$ cat config.mk
export PLATFORM = sky130hd
export DESIGN_NAME = rotate_subtract_xor_alu_ops
export DESIGN_NICKNAME = d
export VERILOG_FILES = /design/src/core/alu_ops_pkg.sv /design/src/core/alu_res_if.sv /design/src/core/alu_compute.sv /design/src/core/alu_flags.sv /design/src/core/rotate_subtract_xor_alu_ops.sv
export SDC_FILE = /design/constraint.sdc
export NUM_CORES = 1
export LEC_CHECK = 0
export ABC_AREA = 1
export BUFFER_PORTS_ARGS = -buffer_cell sky130_fd_sc_hd__clkbuf_2
export CAP_MARGIN = 20
export CORE_MARGIN = 5
export CORE_UTILIZATION = 40
export CTS_BUF_LIST = sky130_fd_sc_hd__clkbuf_4 sky130_fd_sc_hd__clkbuf_8
export CTS_CLUSTER_DIAMETER = 100
export DETAILED_ROUTE_END_ITERATION = 7
export GPL_ROUTABILITY_DRIVEN = 0
export SLEW_MARGIN = 20
export SYNTH_ARGS = -nofsm -noshare
export SYNTH_HDL_FRONTEND = slang
export SYNTH_HIERARCHICAL = 1
export SYNTH_SLANG_ARGS = --single-unit
$ cat constraint.sdc
create_clock -name clk -period 5.13 [get_ports clk]
set_input_delay 0.2565 -clock clk [delete_from_list [all_inputs] [get_ports clk]]
set_output_delay 0.2565 -clock clk [all_outputs]
set_load 0.05 [all_outputs]
$ cat src/core/alu_ops_pkg.sv
// Package of operation codes, widths and reset values for the ALU datapath
`default_nettype none
package alu_ops_pkg;
  localparam int unsigned DATA_W = 8;                 // Data path width
  localparam int unsigned FADDR_W = 5;                // File address width
  localparam logic [4:0] FADDR_MAX = 5'h1f;           // Highest file address
  localparam logic [2:0] DIR_PORT_SEL = 3'h6;         // Operand of direction load
  localparam logic [7:0] ACC_RST = 8'h00;             // Accumulator reset value
  localparam logic [7:0] DIR_RST = 8'hff;             // Direction reset: all inputs
  localparam logic FLAG_RST = 1'b0;                   // Status flag reset value
  localparam int unsigned NIB_LO = 0;                 // Low nibble lowest bit
  localparam int unsigned NIB_HI = 4;                 // High nibble lowest bit

  // Operation select from the instruction decoder
  typedef enum logic [2:0] {
    OP_NONE,
    OP_ROT_LEFT,
    OP_ROT_RIGHT,
    OP_SUB,
    OP_SWAP,
    OP_DIR_LOAD,
    OP_XOR_IMM,
    OP_XOR_FILE
  } op_t;
endpackage
`default_nettype wire

$ cat src/core/alu_res_if.sv
// Interface carrying a computed result and its flag updates
`default_nettype none
interface alu_res_if;
  logic [7:0] result;   // Computed 8-bit result
  logic       c_new;    // New carry value
  logic       dc_new;   // New digit carry value
  logic       z_new;    // New zero value
  logic       c_we;     // Carry is updated
  logic       dc_we;    // Digit carry is updated
  logic       z_we;     // Zero is updated
  logic       has_res;  // Result is routed to a destination
  modport src (output result, c_new, dc_new, z_new, c_we, dc_we, z_we, has_res);
  modport dst (input result, c_new, dc_new, z_new, c_we, dc_we, z_we, has_res);
endinterface
`default_nettype wire

$ cat src/core/alu_compute.sv
// Combinational compute unit for rotate, subtract, swap and xor
`default_nettype none
module alu_compute (
  input  wire alu_ops_pkg::op_t op,        // Operation select
  input  wire logic [7:0]       acc,       // Accumulator value
  input  wire logic [7:0]       fval,      // File operand
  input  wire logic [7:0]       imm,       // Immediate literal
  input  wire logic             c_old,     // Current carry
  alu_res_if.src                res        // Result and flags
);
  // Zero detect, shared by several ops
  function automatic logic is_zero(input logic [7:0] v);
    return (v == 8'h00);
  endfunction

  wire [8:0] sub_full = {1'b0, fval} + {1'b0, ~acc} + 9'h001;   // f - W, two's compl.
  wire [4:0] sub_lo   = {1'b0, fval[3:0]} + {1'b0, ~acc[3:0]} + 5'h01;
  wire [7:0] rl_val   = {fval[6:0], c_old};
  wire [7:0] rr_val   = {c_old, fval[7:1]};
  wire [7:0] sw_val   = {fval[alu_ops_pkg::NIB_LO +: 4], fval[alu_ops_pkg::NIB_HI +: 4]};
  wire [7:0] xi_val   = acc ^ imm;
  wire [7:0] xf_val   = acc ^ fval;

  // Per-op result and flag enable selection
  always_comb begin
    res.result  = 8'h00;
    res.c_new   = c_old;
    res.dc_new  = 1'b0;
    res.z_new   = 1'b0;
    res.c_we    = 1'b0;
    res.dc_we   = 1'b0;
    res.z_we    = 1'b0;
    res.has_res = 1'b0;
    case (op)
      alu_ops_pkg::OP_ROT_LEFT: begin
        res.result = rl_val;
        res.c_new = fval[7];
        res.c_we = 1'b1;
        res.has_res = 1'b1;
      end
      alu_ops_pkg::OP_ROT_RIGHT: begin
        res.result = rr_val;
        res.c_new = fval[0];
        res.c_we = 1'b1;
        res.has_res = 1'b1;
      end
      alu_ops_pkg::OP_SUB: begin
        res.result = sub_full[7:0];
        res.c_new = sub_full[8];
        res.dc_new = sub_lo[4];
        res.z_new = is_zero(sub_full[7:0]);
        res.c_we = 1'b1;
        res.dc_we = 1'b1;
        res.z_we = 1'b1;
        res.has_res = 1'b1;
      end
      alu_ops_pkg::OP_SWAP: begin
        res.result = sw_val;
        res.has_res = 1'b1;
      end
      alu_ops_pkg::OP_XOR_IMM: begin
        res.result = xi_val;
        res.z_new = is_zero(xi_val);
        res.z_we = 1'b1;
        res.has_res = 1'b1;
      end
      alu_ops_pkg::OP_XOR_FILE: begin
        res.result = xf_val;
        res.z_new = is_zero(xf_val);
        res.z_we = 1'b1;
        res.has_res = 1'b1;
      end
      default: begin
        res.has_res = 1'b0;             // No-op and direction load compute nothing
      end
    endcase
  end
endmodule
`default_nettype wire

$ cat src/core/alu_flags.sv
// Status flag register holding carry, digit carry and zero
`default_nettype none
module alu_flags (
  input  wire logic clk,      // Core clock
  input  wire logic resetn,   // Synchronous reset, active low
  input  wire logic exec,     // Instruction executes this cycle
  alu_res_if.dst    res,      // Flag updates
  output logic      c_ff,     // Carry flag
  output logic      dc_ff,    // Digit carry flag
  output logic      z_ff      // Zero flag
);
  // Gated next values; flags not written by the op hold
  wire nxt_c  = (exec && res.c_we)  ? res.c_new  : c_ff;
  wire nxt_dc = (exec && res.dc_we) ? res.dc_new : dc_ff;
  wire nxt_z  = (exec && res.z_we)  ? res.z_new  : z_ff;

  // Flag storage
  always_ff @(posedge clk) begin
    if (!resetn) begin
      c_ff  <= alu_ops_pkg::FLAG_RST;
      dc_ff <= alu_ops_pkg::FLAG_RST;
      z_ff  <= alu_ops_pkg::FLAG_RST;
    end else begin
      c_ff  <= nxt_c;
      dc_ff <= nxt_dc;
      z_ff  <= nxt_z;
    end
  end
endmodule
`default_nettype wire

$ cat src/core/rotate_subtract_xor_alu_ops.sv
// Top of the execution datapath for rotate, subtract, swap, xor and direction load
// Operation
// - Rotate left: carry in bit0, bit7 out
// - Rotate right: carry in bit7, bit0 out
// - Destination bit: 0 accumulator, 1 file
// - Subtract accumulator from file, flags C DC Z
// - Swap nibbles, no flags change
// - Direction load copies accumulator, operand 6
// - Xor immediate into accumulator, zero only
// - Xor accumulator with file, zero only
`default_nettype none
module rotate_subtract_xor_alu_ops (
  input  wire logic             clk,        // Core instruction clock
  input  wire logic             resetn,     // Synchronous reset, active low
  input  wire logic             exec,       // Instruction valid this cycle
  input  wire alu_ops_pkg::op_t op,         // Decoded operation
  input  wire logic [4:0]       faddr,      // File address 0..31
  input  wire logic             dest_sel,   // 0 accumulator, 1 file
  input  wire logic [7:0]       imm,        // Immediate literal
  input  wire logic [2:0]       dir_sel,    // Direction load operand
  input  wire logic [7:0]       file_rdata, // File bank read data at faddr
  output logic [7:0]            file_wdata, // File bank write data
  output logic [4:0]            file_waddr, // File bank write address
  output logic                  file_we,    // File bank write, one cycle
  output logic [7:0]            acc_ff,     // Accumulator
  output logic [7:0]            dir_ff,     // Pin direction register
  output logic                  c_ff,       // Carry flag
  output logic                  dc_ff,      // Digit carry flag
  output logic                  z_ff        // Zero flag
);
  alu_res_if res_bus ();   // Compute to state path

  // Pure compute of result and flags
  alu_compute u_compute (
    .op    (op),
    .acc   (acc_ff),
    .fval  (file_rdata),
    .imm   (imm),
    .c_old (c_ff),
    .res   (res_bus.src)
  );

  // Flag storage with per-op write enables
  alu_flags u_flags (
    .clk    (clk),
    .resetn (resetn),
    .exec   (exec),
    .res    (res_bus.dst),
    .c_ff   (c_ff),
    .dc_ff  (dc_ff),
    .z_ff   (z_ff)
  );

  // Routing decode: immediate xor always lands in accumulator
  wire is_imm    = (op == alu_ops_pkg::OP_XOR_IMM);
  wire to_file   = exec && res_bus.has_res && dest_sel && !is_imm;
  wire to_acc    = exec && res_bus.has_res && (!dest_sel || is_imm);
  // Direction load only for the documented operand; others are ignored
  wire dir_load  = exec && (op == alu_ops_pkg::OP_DIR_LOAD) &&
                   (dir_sel == alu_ops_pkg::DIR_PORT_SEL);
  wire [7:0] nxt_acc = to_acc ? res_bus.result : acc_ff;
  wire [7:0] nxt_dir = dir_load ? acc_ff : dir_ff;

  // Accumulator and direction register
  always_ff @(posedge clk) begin
    if (!resetn) begin
      acc_ff <= alu_ops_pkg::ACC_RST;
      dir_ff <= alu_ops_pkg::DIR_RST;
    end else begin
      acc_ff <= nxt_acc;
      dir_ff <= nxt_dir;
    end
  end

  // Registered file write port; bank sees write one cycle after exec
  always_ff @(posedge clk) begin
    if (!resetn) begin
      file_we    <= 1'b0;
      file_wdata <= 8'h00;
      file_waddr <= 5'h00;
    end else begin
      file_we    <= to_file;
      file_wdata <= to_file ? res_bus.result : file_wdata;
      file_waddr <= to_file ? faddr : file_waddr;
    end
  end
endmodule
`default_nettype wire

# Yosys cells after proc, flatten, opt, wreduce, memory -nomap -nowiden
# Cells that the tools add are included.
[word_totals] ff_bits=33 input_bits=31 output_inout_bits=33 word_cells=52
[classes] n_addsub=4 n_eq_ne=8 muxes=8 n_bitwise=4 n_reduce_logical=20
[op_table] operator="8-bit case mux with 6 select lines" n=1
[op_table] operator="8-bit zero test" n=3
[op_table] operator="8-bit XOR" n=2
[op_table] operator="3-bit equality test (second input constant)" n=5
[op_table] operator="8-bit by 8-bit adder with 9-bit output" n=1
[op_table] operator="9-bit by 1-bit adder with 9-bit output (second input constant)" n=1
[op_table] operator="1-bit logical AND" n=9
[op_table] operator="8-bit inverter" n=1
[op_table] operator="3-bit by 2-bit equality test with 1-bit output (second input constant)" n=2
[op_table] operator="1-bit case mux with 3 select lines" n=2
[op_table] operator="3-bit OR reduction" n=2
[op_table] operator="6-bit OR reduction" n=1
[op_table] operator="4-bit by 4-bit adder with 5-bit output" n=1
[op_table] operator="5-bit by 1-bit adder with 5-bit output (second input constant)" n=1
[op_table] operator="1-bit two-way mux" n=5
[op_table] operator="4-bit inverter" n=1
[op_table] operator="3-bit by 1-bit equality test with 1-bit output (second input constant)" n=1
[op_table] operator="3-bit nonzero test" n=1
[op_table] operator="1-bit zero test" n=2
[op_table] operator="2-bit AND reduction" n=1
[op_table] operator="1-bit logical OR" n=1

# Logic depth before layout (Yosys ltp)
[depth] ltp_word=6 depth_mapped=16 depth_no_buf=16

# Cells and area by module
# Netlist, hierarchy kept.
[by_module_without_submodules] mod="rotate_subtract_xor_alu_ops" n_inst=1 cells_per_inst=156 area_per_inst_um2=1197.4 seq_area_each_um2=600.6
[by_module_without_submodules] mod="alu_compute" n_inst=1 cells_per_inst=191 area_per_inst_um2=973.4 seq_area_each_um2=0.0
[by_module_without_submodules] mod="alu_flags" n_inst=1 cells_per_inst=21 area_per_inst_um2=127.6 seq_area_each_um2=60.1

# Worst setup path before layout
# Ideal clock, no wire load.
[synth_path] path_type="register to register" from="register acc_ff[3]" to="register acc_ff[6]" setup_ns=0.117 arrival_ns=1.975 t_required_ns=5.013 slack_ns=3.038 path_stages_with_launch=14 path_buffers=0 synth_period_minus_slack_ns=2.092 cell_sequence="dfxtp_1 -> inv_1 -> ha_1 -> or2_1 -> nand3_1 -> nand2_1 -> nand2_1 -> nand2_1 -> nand2_1 -> nand4_1 -> inv_1 -> nand3_1 -> nand2_1 -> nor2_1"
[synth_between] elab_chain_len=4
[synth_lines] item="start: declaration" line_no="rotate_subtract_xor_alu_ops.sv:25" source="output logic [7:0] acc_ff,"
[synth_lines] item="start signal: assignment" line_no="rotate_subtract_xor_alu_ops.sv:67" source="acc_ff <= alu_ops_pkg::ACC_RST;"
[synth_lines] item="start signal: assignment" line_no="rotate_subtract_xor_alu_ops.sv:70" source="acc_ff <= nxt_acc;"
[synth_lines] item="8-bit inverter" line_no="alu_compute.sv:16" source="wire [8:0] sub_full = {1'b0, fval} + {1'b0, ~acc} + 9'h001;"
[synth_lines] item="8-bit by 8-bit adder with 9-bit output" line_no="alu_compute.sv:16"
[synth_lines] item="9-bit by 1-bit adder with 9-bit output" line_no="alu_compute.sv:16"
[synth_lines] item="8-bit case mux with 6 select lines" line_no="alu_compute.sv:34" source="case (op)"
[synth_lines] item="named net res_bus.result[6]" line_no="alu_res_if.sv:4" source="logic [7:0] result;"
# The timed path passes the listed nets, and every way through them passes these cells.
# A chain may end at the register's enable or synchronous reset.

# Worst setup path in the final report
[layout_path] from="register acc_ff[0]" to="register acc_ff[6]"
# Same word-level chain as after synthesis.

==> run metrics <==
status completed; Synth-to-Final Area Change 19.0%; Die Wd about 86 um; Clock Tree Buf Depth 2; CP Launch Type register; P_leak 0.00140 uW; R2R Setup Slk between 2000 and 3000 ps; mapped cell area 2300 um^2; clock root buffer clkbuf_8; hpwl dp 5.47 mm; number of DRC markers in iteration 0 about 220; fin cells 503; worst r2r src acc_ff[0]; Ys Warns 6; Final setup violation count 0; hold-fix buffers at CTS 0; hold path start faddr[2]; final hold violations 0; Num CTS Buffers 5; Worst-Skew Late Latency around 280 ps; syn_nets 409; fillcell total 615; WHS Endpoint file_waddr[2]; Die ar. 7360 um^2; fraction of the mapped netlist area in compound gates 11.2%; Worst path max stage delay 430 ps; Max FO, Critical Path 6; largest family of logic cells by synthesized area simple AND/OR/NAND/NOR gates; Avg Inst Size Synth ~6.2 um^2; Final Critical Period 2240 ps; CP arrival around 2400 ps; vias per cell 5.07; total track usage 19.8%; largest area contributor in the netlist dfxtp_1; Slew @ Worst Pin 602 ps; Util after Layout 49.4%; asr flop ratio synth 0%; Starting Density 41.5%; EDFF count, synth 0; Post-Syn Instances 368; FMAX around 450 MHz; drt pass-1 iters 5; setup ws final 2890 ps; Max-cap violations 0; Slowest-stage cell, CP fa_1; Synth Flop Type dfxtp_1; first-pass GRT wire length 11.5 mm; Crit. End Element register; antenna violations before repair 0; Yosys cell types 33; Routed Antenna Nets 0; H-tree depth 2; maximum number of pins on one net before global-route repair 34; HP Class input port to register; count leader, synth nand2_1; part of the Yosys area used for sequential elements 28.7%; Cells after DPL about 500; fin crit share between 40 and 50%; Crit Path Category register to register; post-cts sizing count 0; Synth top cells by count nand2_1, nor2_1, inv_1, nand3_1, dfxtp_1; CTS tree yes; DR DRC count 0; number of diodes 0; Synth Area in Adders 5.77%; post-synthesis mux area share 0%; worst path cell trace ha_1, fa_1, inv_1, nand2_1, nand2_1, nand3_1, nand3_1, nand2_1, nand2_1, nand4_1, inv_1, nand3_1, nand2_1, nor2_1; core area 5540 um^2; setup TNS 0 ps; Core Rows 27; grt total ovfl 0; WHS Path Cells 3; wire length per cell between 10 and 15 um; vias 2549; Peak supply drop 0.132 mV; layout cells sized above 1 between 20% and 30%; Reg2Reg Depth 14; clock-pin slew on the worst setup and hold paths approximately 70 ps; IO Pins 64; top-area cell type share of the netlist area between 20 and 30%; power density cells 260 nW/um^2; clk_skew 6.24 ps; Die H 85.8 um; Area contributors post-synth dfxtp_1, nand2_1, nor2_1; Slew headroom 59.9%; # nets final 471; Buffers on Ports 63; simple-gate share of the synthesized area 40.5%; pre-CTS setup slack 2930 ps; post-CTS setup buffers 0; Critical Path RT 5310 ps; CP most frequent cell nand2_1; max-slew violations 0; CTS Sinks 33; #FFs+latches synth 33; RSZ-0062 raised after global routing false; vias in the first global route between 2000 and 2500; reg-to-reg endpoint acc_ff[6]; final WL 7.01 mm; XOR/XNOR Fraction of Synth Area under 10%
-- placed cells by master (no fill, tap or decap), drive strengths merged --
cell type  count
nand2         92
nor4           1
nor3           3
o21ai         21
or2            2
ha             9
clkbuf        68
xor2           2
fa             1
nor2          65
o2111ai        2
o22ai          3
o21bai         1
o211ai         1
clkinvlp       1
clkinv         2
xnor2          7
nand3         41
nand4          3
inv           49
nand3b         3
nor3b          1
a21oi         20
dfxtp         33
-- state kept, by name, summed over array words and instances, names as in the netlist --
name / cells
u_flags/dc_ff: 1
u_flags/z_ff: 1
file_waddr: 5
u_flags/c_ff: 1
file_wdata: 8
acc_ff: 8
dir_ff: 8
file_we: 1
-- how the worst max path moves through the flow --
stage | startpoint | endpoint | slack (ps)
finish | acc_ff[0] | acc_ff[6] | 2890
floorplan | acc_ff[3] | acc_ff[6] | 3040
CTS | acc_ff[0] | acc_ff[6] | 2910
global placement | file_rdata[0] | acc_ff[6] | 2970
global route | acc_ff[0] | acc_ff[6] | 2640
detailed placement | acc_ff[0] | acc_ff[6] | 2930
-- routing by layer --
| metal | track usage (%) | wire, um |
|---|---|---|
| met5 | 0 | 0 |
| met4 | 4.60 | 88 |
| met3 | 5.09 | 559 |
| met2 | 28.7 | 2960 |
| met1 | 29.1 | 3400 |
-- cells by family after synthesis --
logic type,after synthesis
adder cells (fa/ha/maj),10
XOR/XNOR,9
AO/OA/AOI/OAI,48
flip-flops,33
AND/OR/NAND/NOR,211
buffers and inverters,57
-- cell type report --
class	instances	area [um^2]	share of cell area, %
Clock buffer	5	68.8	2.52
Multi-Input combinational cell	278	1400	51.1
Sequential cell	33	661	24.2
Timing Repair Buffer	63	315	11.5
Clock inverter	3	17.5	0.640
Inverter	49	184	6.72
Tap cell	72	90.1	3.29
-- critical path: cells and delay by family (launching register included) --
family | cells | cell delay, ps
adder cells (fa/ha/maj) | 2 | 690
buffers and inverters | 2 | 200
flip-flops | 1 | 400
AND/OR/NAND/NOR | 10 | 840
-- power breakdown --
group | switching [uW] | internal, uW | total [uW]
Sequential | 14.0 | 269 | 283
Combinational | 162 | 71.1 | 233
Clock | 102 | 93.6 | 195
-- through the flow --
stage / hold WS, ps / total power [uW] / area [um^2]
3_3_place_gp: 440 / 519 / 2650
4_1_cts: 214 / 715 / 2740
5_1_grt: 214 / 759 / 2740
6_report: 215 / 712 / 2740
2_1_floorplan: 377 / 456 / 2300
3_5_place_dp: 444 / 521 / 2650
Note: power is estimated with default switching activity, not from simulation.
